$ cat config.mk
export PLATFORM = sky130hd
export DESIGN_NAME = fsr_top
export DESIGN_NICKNAME = d
export VERILOG_FILES = /design/src/include/fsr_pkg.sv /design/src/core/fsr_top.sv
export VERILOG_INCLUDE_DIRS = /design/src /design/src/include
export SDC_FILE = /design/constraint.sdc
export NUM_CORES = 1
export LEC_CHECK = 0
export ABC_AREA = 0
export BUFFER_PORTS_ARGS = -buffer_cell sky130_fd_sc_hd__buf_4
export CAP_MARGIN = 20
export CORE_MARGIN = 2
export CORE_UTILIZATION = 60
export CTS_BUF_LIST = sky130_fd_sc_hd__clkbuf_4
export CTS_CLUSTER_SIZE = 25
export DETAILED_ROUTE_END_ITERATION = 10
export GPL_ROUTABILITY_DRIVEN = 0
export GPL_TIMING_DRIVEN = 0
export HOLD_SLACK_MARGIN = 0.02
export PLACE_DENSITY = 0.89
export SLEW_MARGIN = 20
export SYNTH_ARGS = -nofsm -noshare
export SYNTH_HDL_FRONTEND = slang
export SYNTH_SLANG_ARGS = --single-unit
$ cat constraint.sdc
create_clock -name hclk -period 7.62 [get_ports hclk]
set_input_delay 1.524 -clock hclk [delete_from_list [all_inputs] [get_ports hclk]]
set_output_delay 1.524 -clock hclk [all_outputs]
set_load 0.01 [all_outputs]
$ cat src/include/fsr_params.svh
// Constants for the flash status reporting block: register offsets,
// field positions, operation codes and reset values.
// Assumes a 32-bit AHB-Lite register bus with word-aligned registers.
`ifndef FSR_PARAMS_SVH
`define FSR_PARAMS_SVH

`define FSR_OFF_CMD        4'h0
`define FSR_OFF_STATUS     4'h4
`define FSR_OFF_IRQ_STAT   4'h8
`define FSR_OFF_IRQ_MASK   4'hC

`define FSR_KEY            8'h5A
`define FSR_KEY_HI         31
`define FSR_KEY_LO         24
`define FSR_PAGE_HI        17
`define FSR_PAGE_LO        8
`define FSR_OPC_HI         3
`define FSR_OPC_LO         0

`define FSR_OP_NONE        4'h0
`define FSR_OP_WRITE_PAGE  4'h1
`define FSR_OP_LOCK        4'h2
`define FSR_OP_WRITE_LOCK  4'h3
`define FSR_OP_UNLOCK      4'h4
`define FSR_OP_ERASE_ALL   4'h8
`define FSR_OP_SET_USER    4'hB
`define FSR_OP_CLR_USER    4'hD
`define FSR_OP_SET_SECURE  4'hF

`define FSR_BIT_IDLE       0
`define FSR_BIT_LOCKV      2
`define FSR_BIT_BADCMD     3
`define FSR_BIT_SECURE     4
`define FSR_USER_LO        8
`define FSR_USER_HI        9
`define FSR_LOCKS_LO       16
`define FSR_LOCKS_HI       31

`define FSR_EV_IDLE        0
`define FSR_EV_LOCKV       1
`define FSR_EV_BADCMD      2

`define FSR_RST_WORD       32'h0000_0000
`define FSR_RST_LOCKS      16'h0000
`define FSR_RST_USER       2'h0
`define FSR_RST_EV         3'h0

`endif

$ cat src/include/fsr_pkg.sv
// Types shared by the flash status reporting block.
// Field widths follow the constants header.
package fsr_pkg;

  typedef enum logic {
    FSR_READY,
    FSR_BUSY
  } fsr_phase_t;

  typedef struct packed {
    logic       dp_valid;
    logic       dp_write;
    logic [3:0] dp_off;
    logic [31:0] rdata;
    fsr_phase_t phase;
    logic [15:0] count;
    logic [3:0] op;
    logic [9:0] page;
    logic [15:0] locks;
    logic [1:0] user_nvm;
    logic       security;
    logic       lock_viol;
    logic       bad_cmd;
    logic [2:0] irq_status;
    logic [2:0] irq_mask;
  } fsr_state_t;

endpackage

$ cat src/core/fsr_top.sv
// Flash status reporting block: command word decode, lock checks,
// non-volatile bit store and the read-only status word, on AHB-Lite.
// Assumes a single AHB-Lite master on hclk; the flash array itself
// is outside and each operation takes a fixed number of cycles.
//
// Added by the designer: the AHB-Lite slave port and the register offsets.
`timescale 1ns/1ps
`default_nettype none
`include "fsr_params.svh"

module fsr_top
  import fsr_pkg::*;
#(
  parameter int ADDR_W       = 32,
  parameter int REGIONS      = 16,
  parameter int REGION_SHIFT = 6,
  parameter int BUSY_CYCLES  = 16,
  parameter bit SECOND_PLANE = 1'b0
) (
  // Clock, reset, enable
  input  wire logic              hclk,
  input  wire logic              hresetn,
  input  wire logic              clk_en,
  // AHB-Lite slave
  input  wire logic              hsel,
  input  wire logic [ADDR_W-1:0] haddr,
  input  wire logic [1:0]        htrans,
  input  wire logic              hwrite,
  input  wire logic [2:0]        hsize,
  input  wire logic [31:0]       hwdata,
  input  wire logic              hready,
  output logic                   hreadyout,
  output logic                   hresp,
  output logic [31:0]            hrdata,
  // Interrupt
  output logic                   irq
);

  fsr_state_t s;
  fsr_state_t next_s;

  // Region that holds a given page
  function automatic logic [3:0] region_of(input logic [9:0] page);
    logic [9:0] shifted;
    shifted = page >> REGION_SHIFT;
    return shifted[3:0];
  endfunction

  // Flags present: the low 8 when REGIONS is 8 or fewer, otherwise all 16
  function automatic logic [15:0] region_mask();
    logic [15:0] m;
    m = 16'hFFFF;
    if (REGIONS <= 8) begin
      m = 16'h00FF;
    end
    return m;
  endfunction

  // Op codes this instance implements
  function automatic logic op_known(input logic [3:0] op);
    logic k;
    case (op)
      `FSR_OP_WRITE_PAGE,
      `FSR_OP_LOCK,
      `FSR_OP_WRITE_LOCK,
      `FSR_OP_UNLOCK,
      `FSR_OP_ERASE_ALL: k = 1'b1;
      `FSR_OP_SET_USER,
      `FSR_OP_CLR_USER,
      `FSR_OP_SET_SECURE: k = !SECOND_PLANE;
      default: k = 1'b0;
    endcase
    return k;
  endfunction

  logic [31:0] status_word;
  logic        ap_take;
  logic        ap_mapped;
  logic        cmd_write;
  logic        stat_read;
  logic [15:0] live_locks;

  // Stall the master while the block is frozen, so no beat is lost
  assign hreadyout = clk_en;
  assign hresp     = 1'b0;
  assign hrdata    = s.rdata;
  assign irq       = |(s.irq_status & s.irq_mask);

  assign ap_take   = hsel && hready && htrans[1];
  assign ap_mapped = (haddr[ADDR_W-1:4] == '0);
  assign cmd_write = s.dp_valid && s.dp_write && (s.dp_off == `FSR_OFF_CMD);
  assign stat_read = ap_take && ap_mapped && !hwrite && (haddr[3:0] == `FSR_OFF_STATUS);
  assign live_locks = s.locks & region_mask();

  always_comb begin
    status_word = `FSR_RST_WORD;
    status_word[`FSR_BIT_IDLE]   = (s.phase == FSR_READY);
    status_word[`FSR_BIT_LOCKV]  = s.lock_viol;
    status_word[`FSR_BIT_BADCMD] = s.bad_cmd;
    if (!SECOND_PLANE) begin
      status_word[`FSR_BIT_SECURE] = s.security;
      status_word[`FSR_USER_HI:`FSR_USER_LO] = s.user_nvm;
    end
    status_word[`FSR_LOCKS_HI:`FSR_LOCKS_LO] = live_locks;
  end

  always_comb begin
    logic [3:0] opc;
    logic [7:0] key;
    logic [9:0] page;
    logic [3:0] rgn;
    logic       set_lockv;
    logic       set_bad;
    logic       set_done;
    logic [2:0] ev;
    logic [15:0] rmask;

    opc       = hwdata[`FSR_OPC_HI:`FSR_OPC_LO];
    key       = hwdata[`FSR_KEY_HI:`FSR_KEY_LO];
    page      = hwdata[`FSR_PAGE_HI:`FSR_PAGE_LO];
    rgn       = region_of(page);
    set_lockv = 1'b0;
    set_bad   = 1'b0;
    set_done  = 1'b0;
    ev        = `FSR_RST_EV;
    rmask     = region_mask();
    next_s    = s;

    // Address phase capture; read data is ready for the data phase
    next_s.dp_valid = ap_take;
    next_s.dp_write = hwrite;
    next_s.dp_off   = ap_mapped ? haddr[3:0] : `FSR_OFF_CMD;
    if (ap_take && !ap_mapped) begin
      next_s.dp_valid = 1'b0;
    end
    if (ap_take && !hwrite) begin
      if (!ap_mapped) begin
        next_s.rdata = `FSR_RST_WORD;
      end else if (haddr[3:0] == `FSR_OFF_STATUS) begin
        next_s.rdata = status_word;
      end else if (haddr[3:0] == `FSR_OFF_IRQ_STAT) begin
        next_s.rdata = {29'h0, s.irq_status};
      end else if (haddr[3:0] == `FSR_OFF_IRQ_MASK) begin
        next_s.rdata = {29'h0, s.irq_mask};
      end else begin
        next_s.rdata = `FSR_RST_WORD;
      end
    end

    // Command word: key first, then op code legality and lock checks
    if (cmd_write) begin
      if (key != `FSR_KEY) begin
        set_bad = 1'b1;
      end else if (opc == `FSR_OP_NONE) begin
        set_bad = 1'b0;
      end else if (!op_known(opc)) begin
        set_bad = 1'b1;
      end else if (s.phase == FSR_READY) begin
        if ((opc == `FSR_OP_WRITE_PAGE || opc == `FSR_OP_WRITE_LOCK) && live_locks[rgn]) begin
          set_lockv = 1'b1;
        end else if (opc == `FSR_OP_ERASE_ALL && (|live_locks)) begin
          set_lockv = 1'b0; // Erase of a partly locked array is cancelled
        end else begin
          next_s.phase = FSR_BUSY;
          next_s.count = 16'(BUSY_CYCLES - 1);
          next_s.op    = opc;
          next_s.page  = page;
        end
      end
    end

    // Running operation; its effect lands on the last busy cycle
    if (s.phase == FSR_BUSY) begin
      if (s.count == 16'h0000) begin
        next_s.phase = FSR_READY;
        set_done = 1'b1;
        case (s.op)
          `FSR_OP_LOCK,
          `FSR_OP_WRITE_LOCK: next_s.locks[region_of(s.page)] = rmask[region_of(s.page)];
          `FSR_OP_UNLOCK:     next_s.locks[region_of(s.page)] = 1'b0;
          `FSR_OP_SET_USER:   next_s.user_nvm[s.page[0]] = 1'b1;
          `FSR_OP_CLR_USER:   next_s.user_nvm[s.page[0]] = 1'b0;
          `FSR_OP_SET_SECURE: next_s.security = 1'b1;
          default:            next_s.security = s.security;
        endcase
      end else begin
        next_s.count = s.count - 16'h0001;
      end
    end

    // A new event in the cycle of the clearing read wins over the clear
    next_s.lock_viol = (s.lock_viol && !stat_read) || set_lockv;
    next_s.bad_cmd   = (s.bad_cmd && !stat_read) || set_bad;

    ev[`FSR_EV_IDLE]   = set_done;
    ev[`FSR_EV_LOCKV]  = set_lockv;
    ev[`FSR_EV_BADCMD] = set_bad;

    if (s.dp_valid && s.dp_write) begin
      if (s.dp_off == `FSR_OFF_IRQ_STAT) begin
        next_s.irq_status = s.irq_status & ~hwdata[2:0];
      end else if (s.dp_off == `FSR_OFF_IRQ_MASK) begin
        next_s.irq_mask = hwdata[2:0];
      end
    end
    next_s.irq_status = next_s.irq_status | ev;
  end

  always_ff @(posedge hclk or negedge hresetn) begin
    if (!hresetn) begin
      s.dp_valid   <= 1'b0;
      s.dp_write   <= 1'b0;
      s.dp_off     <= `FSR_OFF_CMD;
      s.rdata      <= `FSR_RST_WORD;
      s.phase      <= FSR_READY;
      s.count      <= 16'h0000;
      s.op         <= `FSR_OP_NONE;
      s.page       <= 10'h000;
      s.locks      <= `FSR_RST_LOCKS;
      s.user_nvm   <= `FSR_RST_USER;
      s.security   <= 1'b0;
      s.lock_viol  <= 1'b0;
      s.bad_cmd    <= 1'b0;
      s.irq_status <= `FSR_RST_EV;
      s.irq_mask   <= `FSR_RST_EV;
    end else if (clk_en) begin
      s <= next_s;
    end
  end

endmodule // fsr_top
`default_nettype wire

==> summary.txt, run 1 <==
Final layout
  • Antenna Cells: 0
  • P&R area growth vs syn: 19.8%
  • Ratio of cells with drive above 1 in the final layout: 34.2%
  • Final nets: 589

STA
  • Clock period minus worst slack: 3.65 ns
  • WHS: 0.498 ns
  • Worst Tran Pin Value: 0.755 ns
  • Fin. Hold Viols: 0
  • Highest clock rate: 274 MHz
  • Fin. max-slew vios: 0
  • Period utilisation layout: 48.0%
  • Clock Skew: 0.0120 ns
  • Total negative slack: 0 ns
  • Max-slew headroom: 49.7%
  • # setup viols final: 0
  • Unrepaired setup endpoints after global routing: false

Yosys
  • Post-synth ARST share: 100%
  • Post-synthesis mux area share: 11.3%
  • Post-synth EDFFs: 0
  • Synth cell types: 66
  • Simple-gate share of the synthesized area: 18.5%
  • Mapped Cells: 413
  • Sequential area share after synthesis: 46.2%
  • Syn avg cell area: 10.8 sq um
  • Xor/xnor cell area share of the yosys netlist: 1.18%
  • Synth Flop Type: dfrtp_1
  • Post-synthesis adder-cell area fraction: 1.13%
  • Yosys warning count: 0
  • Yosys reg bits: 82
  • Main combinational cell family by area after synthesis: simple AND/OR/NAND/NOR gates
  • Synth Area in Compound Gates: 12.9%
  • Syn Std Cell Area: 4440 sq um

Floorplan
  • Rows: 31
  • I/O Pins: 110
  • Die Wd: 90.0 um
  • Initial Util: 61.6%
  • Die ar.: 8110 sq um
  • Core box area: 7210 sq um
  • Die height: 90.0 um

Worst setup path
  • Critical-path cell list: buf_4, inv_1, ha_1, mux2_2, mux2i_1, nand4_1, nor4_4, buf_4, mux2_1
  • Critical Path AT: 3.98 ns
  • Max incr delay on CP: 0.58 ns
  • Slowest CP cell: nor4_4
  • Crit start category: input port
  • Nature of the critical path endpoint: register
  • CP top delay family: simple AND/OR/NAND/NOR gates
  • Worst Path Required: 7.94 ns
  • Setup Crit Path Kind: input port to register
  • CP Max Fanout: 10
  • CP most frequent cell: buf_4
  • Buf+Inv Stages, Crit Path: 3

Status
  • Status: complete, no violations

Routing
  • Final WL: 9800 um
  • Initial DRC count: 233
  • Vias per cell: 5.78
  • Antenna Nets Post-Route: 0
  • DRC Markers: 0
  • WL per Instance: 16.0 um
  • Pre-antenna DRT Iters: 4
  • Vias: 3550

Placement
  • Number of I/O port buffers: 77
  • Dpl hpwl: 7190 um

GRT
  • Total grt overflow: 0
  • Initial antenna violation count: 0
  • GR Util All Layers: 24.6%
  • Vias in the first global route: 3355
  • First-pass GRT wire length: 16100 um
  • Largest net degree at the start of global routing: 83

Pwr
  • Leak Pwr: 2.58 nW
  • Max VDD drop: 0.000115 V
  • Cell area power density: 140 nW/um^2

Flow run
  • Maxcap violations: 0

Clock tree
  • CTS root buf: clkbuf_4
  • # Post-CTS Setup Buffers: 0
  • CTS resizes: 0
  • TritonCTS clock tree: yes
  • CTS Buf Count: 9
  • CTS clock-pin slew for the worst setup and hold paths: 0.15 ns
  • Max clock buf depth: 2
  • Clock sink total: 82
  • CTS hold repair buffers: 0
  • Clk_lat worst skew: 0.44 ns
  • H-tree depth: 3

Min path
  • Worst Hold Class: register to register
==> Yosys cell counts (3+ instances only) <==
master	n	area share [%]
or2_2	3	0.42
mux2i_1	7	1.6
nor2_1	23	1.9
mux2_1	4	1.0
inv_1	12	1.0
or4b_1	3	0.68
nor2b_1	6	0.85
nor3_1	8	0.90
xor2_1	5	0.99
mux2_2	21	5.3
nand3_1	15	1.7
o21ai_0	16	1.8
clkbuf_1	12	1.0
nand2_1	31	2.6
buf_2	3	0.34
nand4bb_1	3	0.76
o22ai_1	3	0.42
nand4_1	8	1.1
ha_1	4	1.1
dfrtp_1	82	46
a22o_1	24	4.7
or3_1	4	0.56
nor4_1	18	2.5
mux2_4	7	2.4
buf_4	35	5.9
==> power breakdown <==
| part | internal (mW) | switching [mW] |
|---|---|---|
| Sequential | 0.436 | 0.000563 |
| Clock | 0.0764 | 0.173 |
| Combinational | 0.0285 | 0.0286 |
==> cells by family (layout without fill, tap and decap cells) <==
family / after synthesis / after routing
AND/OR/NAND/NOR: 142 / 142
flip-flops: 82 / 82
AO/OA/AOI/OAI: 72 / 72
buffers and inverters: 65 / 158
multiplexers: 41 / 41
XOR/XNOR: 6 / 6
adder cells (fa/ha/maj): 4 / 4
other: 1 / 10
==> path summary, 6_finish.rpt <==
path	to	slack, ns	depth (start not counted)	start
setup / recovery	s[36]	3.97	9	hwdata[0]
hold / removal	hrdata[0]	0.50	2	hrdata[0]
setup reg to reg	register	4.69	9	s[41]
hold reg to reg	hrdata[0]	0.50	2	hrdata[0]
max in group asynchronous	hrdata[1]	5.99	1	hresetn
min in group asynchronous	s[47]	1.06	1	hresetn
==> cell type report <==
cell class,count,area (sq um)
Sequential cell,82,2050
Inverter,12,45.0
Clock buffer,9,67.6
Clock inverter,7,71.3
Multi-Input combinational cell,275,2030
Timing Repair Buffer,77,582
Tap cell,99,124
Fill cell,492,1900
Buffer,53,343
==> worst register-to-register path, stage by stage, from the launching register on <==
cell,delay (ns)
dfrtp_1,0.44
inv_1,0.12
ha_1,0.21
or3b_1,0.37
clkbuf_2,0.16
or3_4,0.42
nor4_4,0.48
buf_6,0.20
nand3_1,0.11
mux2_1,0.33
==> metal layers <==
metal  vias to the layer above  wire, um  global-route usage [%]  share of wire (%)
met5                         -         0                       0                  0
met2                       123      4820                    39.3                 49
met1                      1717      4230                    33.6                 43
met4                         0       153                    8.21                1.6
li1                       1692         -                       -                  -
met3                        18       601                    5.70                6.1
==> cells in the final DEF (no fill, tap or decap), types with 4 or more instances in the layout <==
| master | n |
|---|---|
| nor2_1 | 23 |
| nor4_1 | 18 |
| mux2_4 | 7 |
| nand4_1 | 8 |
| clkbuf_4 | 9 |
| inv_1 | 12 |
| nand3_1 | 15 |
| nor2b_1 | 6 |
| dfrtp_1 | 82 |
| mux2i_1 | 7 |
| buf_4 | 111 |
| a22o_1 | 24 |
| nand2_1 | 31 |
| or3_1 | 4 |
| mux2_1 | 4 |
| nor3_1 | 8 |
| o21ai_0 | 16 |
| clkbuf_1 | 12 |
| ha_1 | 4 |
| xor2_1 | 5 |
| mux2_2 | 21 |
| conb_1 | 10 |
==> through the flow <==
step	setup slack, ns	util (%)	instances	area, sq um	power, mW
floorplan	3.95	-	422	4470	0.466
global placement	3.60	71.7	598	5180	0.500
detailed placement	3.53	71.7	598	5180	0.502
CTS	3.99	73.7	614	5320	0.746
global route	3.85	73.7	614	5320	0.771
finish	3.97	73.7	614	5320	0.743
Power figures use the tool's default switching activity.
==> run 2: changes to the inputs <==
--- a/config.mk
+++ b/config.mk
@@ -6,18 +6,18 @@
 export SDC_FILE = /design/constraint.sdc
 export NUM_CORES = 1
 export LEC_CHECK = 0
-export ABC_AREA = 0
+export ABC_AREA = 1
 export BUFFER_PORTS_ARGS = -buffer_cell sky130_fd_sc_hd__buf_4
 export CAP_MARGIN = 20
 export CORE_MARGIN = 2
-export CORE_UTILIZATION = 60
+export CORE_UTILIZATION = 51
 export CTS_BUF_LIST = sky130_fd_sc_hd__clkbuf_4
 export CTS_CLUSTER_SIZE = 25
 export DETAILED_ROUTE_END_ITERATION = 10
 export GPL_ROUTABILITY_DRIVEN = 0
 export GPL_TIMING_DRIVEN = 0
 export HOLD_SLACK_MARGIN = 0.02
-export PLACE_DENSITY = 0.89
+export PLACE_DENSITY = 0.8
 export SLEW_MARGIN = 20
 export SYNTH_ARGS = -nofsm -noshare
 export SYNTH_HDL_FRONTEND = slang
==> constraint.sdc (replaced) <==
create_clock -name hclk -period 3.3 [get_ports hclk]
set_input_delay 0.66 -clock hclk [delete_from_list [all_inputs] [get_ports hclk]]
set_output_delay 0.66 -clock hclk [all_outputs]
set_load 0.01 [all_outputs]
==> run 2 against run 1 <==
  * Synthesized area increased by 6.1%
  * Flip-flop and latch count is the same
  * Combinational power increased to 7.5 times the previous value
  * Clock-buffer cell count is the same
  * Final area up 5.6%
  * Sequential power grew to 2.6 times the previous value
  * Hold slack got worse by 0.26 ns
  * Routed wire length is 11% higher
  * Final cell count increased by 34%
  * Clock power rose by 140%
  * Non-clock buffer count shrank 3
  * Die area is 24% higher
==> summary.txt, run 2 <==
STA
  • Clock period minus worst slack: 2.05 ns
  • Worst Tran Pin Value: 0.743 ns (was 0.755 ns)
  • Fin. max-slew vios: 0 (unchanged)
  • Unrepaired setup endpoints after global routing: false (unchanged)
  • Final Worst Setup Slack: 1.25 ns (was 3.97 ns)
  • Clock Skew: 0.0151 ns (was 0.0120 ns)
  • Fin. Hold Viols: 0 (unchanged)
  • Total negative slack: 0 ns (unchanged)
  • Highest clock rate: 487 MHz
  • # setup viols final: 0 (unchanged)
  • Period utilisation layout: 62.2%
  • WHS: 0.236 ns (was 0.498 ns)
  • Max-slew headroom: 50.5% (was 49.7%)

Pwr
  • Sw Ratio: 32.0% (was 27.2%)
  • Max VDD drop: 0.000276 V (was 0.000115 V)
  • Cell area power density: 388 nW/um^2 (was 140 nW/um^2)
  • Sw Pwr: 0.699 mW (was 0.202 mW)
  • Clk pwr share: 27.9% (was 33.6%)
  • Combinational power share: 19.7% (was 7.7%)
  • Seq pwr share: 52.4% (was 58.7%)
  • Internal power: 1.48 mW (was 0.541 mW)
  • Leak Pwr: 2.88 nW (was 2.58 nW)

Clock tree
  • Clock sink total: 82 (unchanged)
  • CTS hold repair buffers: 0 (unchanged)
  • H-tree depth: 3 (unchanged)
  • TritonCTS clock tree: yes (unchanged)
  • CTS root buf: clkbuf_4 (unchanged)
  • Max clock buf depth: 2 (unchanged)
  • Clk_lat worst skew: 0.44 ns (about the same)
  • CTS Buf Count: 9 (unchanged)
  • CTS resizes: 0 (unchanged)
  • # Post-CTS Setup Buffers: 0 (unchanged)
  • CTS clock-pin slew for the worst setup and hold paths: 0.14 ns (was 0.15 ns)

Worst setup path
  • CP Max Fanout: 10 (unchanged)
  • Nature of the critical path endpoint: register (unchanged)
  • Worst reg2reg setup slack: 1.33 ns (was 4.69 ns)
  • Critical Path AT: 2.39 ns (was 3.98 ns)
  • Setup Crit Path Kind: input port to register (unchanged)
  • Register-to-Register Path Depth: 10 (was 9)
  • Crit. Startpoint: hwdata[1] (was hwdata[0])
  • R2r startpoint: s[41] (unchanged)
  • Last element of the critical path: s[47] (was s[36])
  • Crit start category: input port (unchanged)
  • Worst Path Required: 3.63 ns (was 7.94 ns)

Yosys
  • Top post-synthesis cells by area: dfrtp_1 (44%), nand2_1 (11%), nand3_1 (7.6%) (was dfrtp_1 (46%), buf_4 (5.9%), mux2_2 (5.3%))
  • Yosys top cell area share: 43.6% (was 46.2%)
  • Synth Flop Type: dfrtp_1 (unchanged)
  • Yosys warning count: 0 (unchanged)
  • Yosys reg bits: 82 (unchanged)
  • Count leader, synth: nand2_1 (was dfrtp_1)
  • Sequential area share after synthesis: 43.6% (was 46.2%)
  • Syn avg cell area: 7.72 sq um (was 10.8 sq um)
  • Synth cell types: 41 (was 66)
  • Mapped Cells: 610 (was 413)
  • Syn Std Cell Area: 4710 sq um (was 4440 sq um)
  • Commonest cells in the netlist: nand2_1 (133), dfrtp_1 (82), nand3_1 (72), inv_1 (62), o21ai_0 (62) (was dfrtp_1 (82), buf_4 (35), nand2_1 (31), a22o_1 (24), nor2_1 (23))
  • Post-synth ARST share: 100% (unchanged)
  • Area leader, netlist: dfrtp_1 (unchanged)
  • Post-synth EDFFs: 0 (unchanged)

Floorplan
  • Die ar.: 10000 sq um (was 8110 sq um)
  • Die Wd: 100 um (was 90.0 um)
  • Rows: 35 (was 31)
  • Die height: 100 um (was 90.0 um)
  • Initial Util: 51.7% (was 61.6%)
  • Core box area: 9110 sq um (was 7210 sq um)
  • I/O Pins: 110 (unchanged)

GRT
  • Initial antenna violation count: 0 (unchanged)
  • Largest net degree at the start of global routing: 83 (unchanged)
  • GR Util All Layers: 22.8% (was 24.6%)
  • Total grt overflow: 0 (unchanged)
  • Vias in the first global route: 4061 (was 3355)
  • First-pass GRT wire length: 18200 um (was 16100 um)

Routing
  • DRC Markers: 0 (unchanged)
  • Antenna Nets Post-Route: 0 (unchanged)
  • WL per Instance: 13.2 um (was 16.0 um)
  • Vias per cell: 5.25 (was 5.78)
  • Vias: 4322 (was 3550)
  • Final WL: 10900 um (was 9800 um)
  • Initial DRC count: 274 (was 233)
  • Pre-antenna DRT Iters: 5 (was 4)

Final layout
  • Final nets: 787 (was 589)
  • Antenna Cells: 0 (unchanged)
  • Area occupied by multi-input gates: 2080 sq um (was 2030 sq um)
  • Ratio of cells with drive above 1 in the final layout: 22.3% (was 34.2%)
  • Post-route cell area: 5620 sq um (was 5320 sq um)
  • Sequential Area: 2050 sq um (unchanged)
  • P&R area growth vs syn: 19.3% (was 19.8%)
  • Commonest non-fill, non-tap cells in the layout: nand2_1 (133), buf_4 (113), dfrtp_1 (82) (was buf_4 (111), dfrtp_1 (82), nand2_1 (31))
  • Core Util, Final: 61.7% (was 73.7%)
  • Commonest non-fill, non-tap cell in the layout: nand2_1 (was buf_4)
  • Filler Cell Count: 826 (was 492)

Placement
  • Dpl hpwl: 8320 um (was 7190 um)
  • Placed cell areas: 5470 sq um (was 5180 sq um)
  • Setup WS pre-CTS: 0.853 ns (was 3.53 ns)
  • Number of I/O port buffers: 78 (was 77)

Flow run
  • Maxcap violations: 0 (unchanged)

Status
  • Status: complete, no violations (unchanged)

Min path
  • Worst Hold Class: input port to async pin (was register to register)
run 2: cell types whose count changed after synthesis, moves of 28 or more:
cell	before	now
o21ai_0	16	62
nor2_1	23	58
nand3_1	15	72
nand2_1	31	133
inv_1	12	62
o21ai_1	0	28
run 2: cells by family (layout without fill, tap and decap cells):
logic type / count (synthesis) / after routing / share of synthesized area (%)
AND/OR/NAND/NOR: 298 / 298 / 29.6
adder cells (fa/ha/maj): 4 / 4 / 1.06
flip-flops: 82 / 82 / 43.6
buffers and inverters: 115 / 209 / 13.0
other: 1 / 10 / 0.0796
AO/OA/AOI/OAI: 105 / 105 / 11.8
XOR/XNOR: 5 / 5 / 0.930
run 2: area by class of cell:
type | count | share of cell area, %
repair buffers | 78 | 10.5
inverters | 66 | 4.45
flip-flops and latches | 82 | 36.5
clock inverters | 7 | 1.38
well taps | 111 | 2.47
multi-input cells | 422 | 37.0
clock buffers | 9 | 1.20
plain buffers | 49 | 6.44
run 2: worst min-delay path by stage:
stage | cells past startpoint | end | slack, ns | startpoint
floorplan | 0 | async pin | 0.36 | hresetn
global placement | 2 | s[94] | 0.45 | s[94]
detailed placement | 2 | s[94] | 0.46 | s[94]
CTS | 1 | hrdata[26] | 0.42 | hresetn
global route | 1 | hrdata[31] | 0.29 | hresetn
finish | 1 | hrdata[17] | 0.24 | hresetn
run 2: layer usage:
layer  vias to the layer above  track usage (%)  routed length, um
li1                       2150                -                  -
met1                      2011             28.1               4530
met2                       141             39.9               5490
met3                        20             3.34                590
met4                         0             9.91                277
met5                         -                0                  0
run 2: critical path, stage by stage:
cell	delay, ns
buf_4	0.11
inv_1	0.14
ha_1	0.26
or2_0	0.15
nand3_1	0.09
nand2_1	0.10
nand3_1	0.11
nor2_1	0.16
nand3_1	0.11
buf_4	0.20
buf_6	0.15
nand3_1	0.06
nand2_1	0.06
run 2: stage by stage:
step | power [mW] | std cells
floorplan | 1.44 | 619
global placement | 1.57 | 808
detailed placement | 1.59 | 808
CTS | 2.20 | 824
global route | 2.32 | 824
finish | 2.18 | 824
run 2: power by group through the flow:
stage / logic [mW] / clock network (mW) / registers, mW
after global placement: 0.409 / 0 / 1.16
final: 0.430 / 0.608 / 1.14
after detailed placement: 0.432 / 0 / 1.16
after CTS: 0.433 / 0.622 / 1.14
after global routing: 0.492 / 0.670 / 1.15
after floorplan: 0.298 / 0 / 1.15
==> run 3: changes to the inputs <==
--- a/config.mk
+++ b/config.mk
@@ -10,14 +10,14 @@
 export BUFFER_PORTS_ARGS = -buffer_cell sky130_fd_sc_hd__buf_4
 export CAP_MARGIN = 20
 export CORE_MARGIN = 2
-export CORE_UTILIZATION = 51
+export CORE_UTILIZATION = 56
 export CTS_BUF_LIST = sky130_fd_sc_hd__clkbuf_4
 export CTS_CLUSTER_SIZE = 25
 export DETAILED_ROUTE_END_ITERATION = 10
 export GPL_ROUTABILITY_DRIVEN = 0
 export GPL_TIMING_DRIVEN = 0
 export HOLD_SLACK_MARGIN = 0.02
-export PLACE_DENSITY = 0.8
+export PLACE_DENSITY = 0.84
 export SLEW_MARGIN = 20
 export SYNTH_ARGS = -nofsm -noshare
 export SYNTH_HDL_FRONTEND = slang
==> constraint.sdc (replaced) <==
create_clock -name hclk -period 2.1 [get_ports hclk]
set_input_delay 0.42 -clock hclk [delete_from_list [all_inputs] [get_ports hclk]]
set_output_delay 0.42 -clock hclk [all_outputs]
set_load 0.01 [all_outputs]
==> run 3 against run 2 <==
  * The run now ends with hold timing left
  * Global-route usage rose by 3.9 points
  * Combinational power grew 65%
  * Highest routed layer unchanged
  * Sequential power increased by 58%
  * Critical path depth fell by 3
==> summary.txt, run 3 (same netlist as run 2, synthesis figures left out) <==
STA
  • Fin. max-slew vios: 0 (unchanged)
  • Clock period minus worst slack: 1.94 ns
  • Clock Skew: 0.0109 ns (was 0.0151 ns)
  • Worst Tran Pin Value: 0.732 ns (was 0.743 ns)
  • Fin. Hold Viols: 22 (was 0)
  • # setup viols final: 0 (unchanged)
  • WHS: -0.0184 ns (was 0.236 ns)
  • Highest clock rate: 516 MHz
  • Total negative slack: 0 ns (unchanged)
  • Max-slew headroom: 51.2% (was 50.5%)
  • Unrepaired setup endpoints after global routing: false (unchanged)
  • Period utilisation layout: 92.4%

Routing
  • Vias: 4353 (was 4322)
  • WL per Instance: 13.3 um (was 13.2 um)
  • Initial DRC count: 343 (was 274)
  • Vias per cell: 5.32 (was 5.25)
  • Final WL: 10900 um (about the same)
  • Pre-antenna DRT Iters: 7 (was 5)
  • DRC Markers: 0 (unchanged)
  • Antenna Nets Post-Route: 0 (unchanged)

GRT
  • Initial antenna violation count: 0 (unchanged)
  • Largest net degree at the start of global routing: 83 (unchanged)
  • GR peak layer: met2 (unchanged)
  • Met1 Resource Use GR: 33.3% (was 28.1%)
  • Routing usage on met3: 5.09% (was 3.34%)
  • First-pass GRT wire length: 18900 um (was 18200 um)
  • GR Util All Layers: 26.7% (was 22.8%)
  • Total grt overflow: 0 (unchanged)
  • Vias in the first global route: 4259 (was 4061)
  • M2 GR Usage: 46.6% (was 39.9%)

Clock tree
  • H-tree depth: 3 (unchanged)
  • CTS root buf: clkbuf_4 (unchanged)
  • CTS hold repair buffers: 0 (unchanged)
  • Clock sink total: 82 (unchanged)
  • Clk_lat worst skew: 0.44 ns (about the same)
  • CTS Buf Count: 9 (unchanged)
  • CTS clock-pin slew for the worst setup and hold paths: 0.13 ns (was 0.14 ns)
  • # Post-CTS Setup Buffers: 0 (unchanged)
  • Max clock buf depth: 2 (unchanged)
  • TritonCTS clock tree: yes (unchanged)

Floorplan
  • Core box area: 8180 sq um (was 9110 sq um)
  • Die ar.: 9160 sq um (was 10000 sq um)
  • Rows: 33 (was 35)
  • Die height: 95.7 um (was 100 um)
  • Die Wd: 95.7 um (was 100 um)
  • I/O Pins: 110 (unchanged)
  • Initial Util: 57.6% (was 51.7%)

Flow run
  • Maxcap violations: 0 (unchanged)

Placement
  • Number of I/O port buffers: 78 (unchanged)
  • Placed cell areas: 5460 sq um (was 5470 sq um)
  • Dpl hpwl: 8370 um (was 8320 um)

Worst setup path
  • Setup Crit Path Kind: register to register (was input port to register)
  • Max incr delay on CP: 0.41 ns (was 0.26 ns)
  • Nature of the critical path endpoint: register (unchanged)
  • Slowest CP cell: dfrtp_1 (was ha_1)
  • Worst Path Required: 2.43 ns (was 3.63 ns)
  • Critical-path cell list: inv_1, ha_4, nand4_4, nor2_4, nand3b_4, nor2_8, buf_8, nand3_1, nand2_1, o21ai_1 (was buf_4, inv_1, ha_1, or2_0, nand3_1, nand2_1, nand3_1, nor2_1, nand3_1, buf_4, buf_6, nand3_1, nand2_1)
  • CP Max Fanout: 10 (unchanged)
  • Buf+Inv Stages, Crit Path: 2 (was 4)
  • Crit start category: register (was input port)
  • Critical Path AT: 2.27 ns (was 2.39 ns)
  • CP top delay family: simple AND/OR/NAND/NOR gates (unchanged)

Final layout
  • P&R area growth vs syn: 19.2% (was 19.3%)
  • Antenna Cells: 0 (unchanged)
  • Ratio of cells with drive above 1 in the final layout: 22.3% (unchanged)
  • Commonest non-fill, non-tap cells in the layout: nand2_1 (133), buf_4 (113), dfrtp_1 (82) (unchanged)
  • Post-route cell area: 5620 sq um (about the same)
  • Commonest non-fill, non-tap cell in the layout: nand2_1 (unchanged)
  • Final nets: 787 (unchanged)

Min path
  • Worst Hold Class: input port to async pin (unchanged)

Pwr
  • Leak Pwr: 2.87 nW (was 2.88 nW)
  • Cell area power density: 612 nW/um^2 (was 388 nW/um^2)
  • Max VDD drop: 0.000425 V (was 0.000276 V)
  • Post-route total power: 3.43 mW (was 2.18 mW)

Status
  • Violated checks: hold timing
  • Status: finished, violations left (was complete, no violations)
[run 3: worst paths after layout]
check,from,slack [ns],to,depth (start not counted)
min in group hclk,haddr[3],0.24,s[93],3
worst min register to register,s[94],0.50,s[94],2
worst max register to register,s[41],0.16,register,10
worst max-delay path,s[41],0.16,register,10
worst min-delay path,hresetn,-0.02,hrdata[20],1
max in group asynchronous,hresetn,1.59,s[8],1
[run 3: layer usage]
layer | part of all wire, % | vias up
met2 | 51 | 154
met1 | 42 | 2026
met3 | 5.7 | 21
li1 | - | 2152
met5 | 0 | -
met4 | 1.5 | 0
[run 3: metrics by stage]
stage	worst slack (ns)	cells	util [%]
after detailed placement	-0.0947	802	66.8
after global placement	-0.0456	802	66.8
after global routing	0.0455	818	68.7
after floorplan	0.264	619	-
final	0.161	818	68.7
after CTS	0.0982	818	68.5
[run 3: timing repair]
action,4_1_cts,5_1_grt
hold endpoints to repair,0,0
setup endpoints to repair,0,18
gates resized for setup,0,2
[run 3: final cells by class]
cell class,count,area [sq um]
Sequential cell,82,2050
Timing Repair Buffer,78,589
Tap cell,105,131
Clock buffer,9,67.6
Fill cell,685,2560
Clock inverter,7,70.1
Multi-Input combinational cell,422,2090
Inverter,66,250
Buffer,49,362
[run 3: where the power goes]
group          switching, mW  internal (mW)  total [mW]
Sequential             0.126           1.68        1.80
Clock                  0.566          0.358       0.923
Combinational          0.409          0.299       0.708
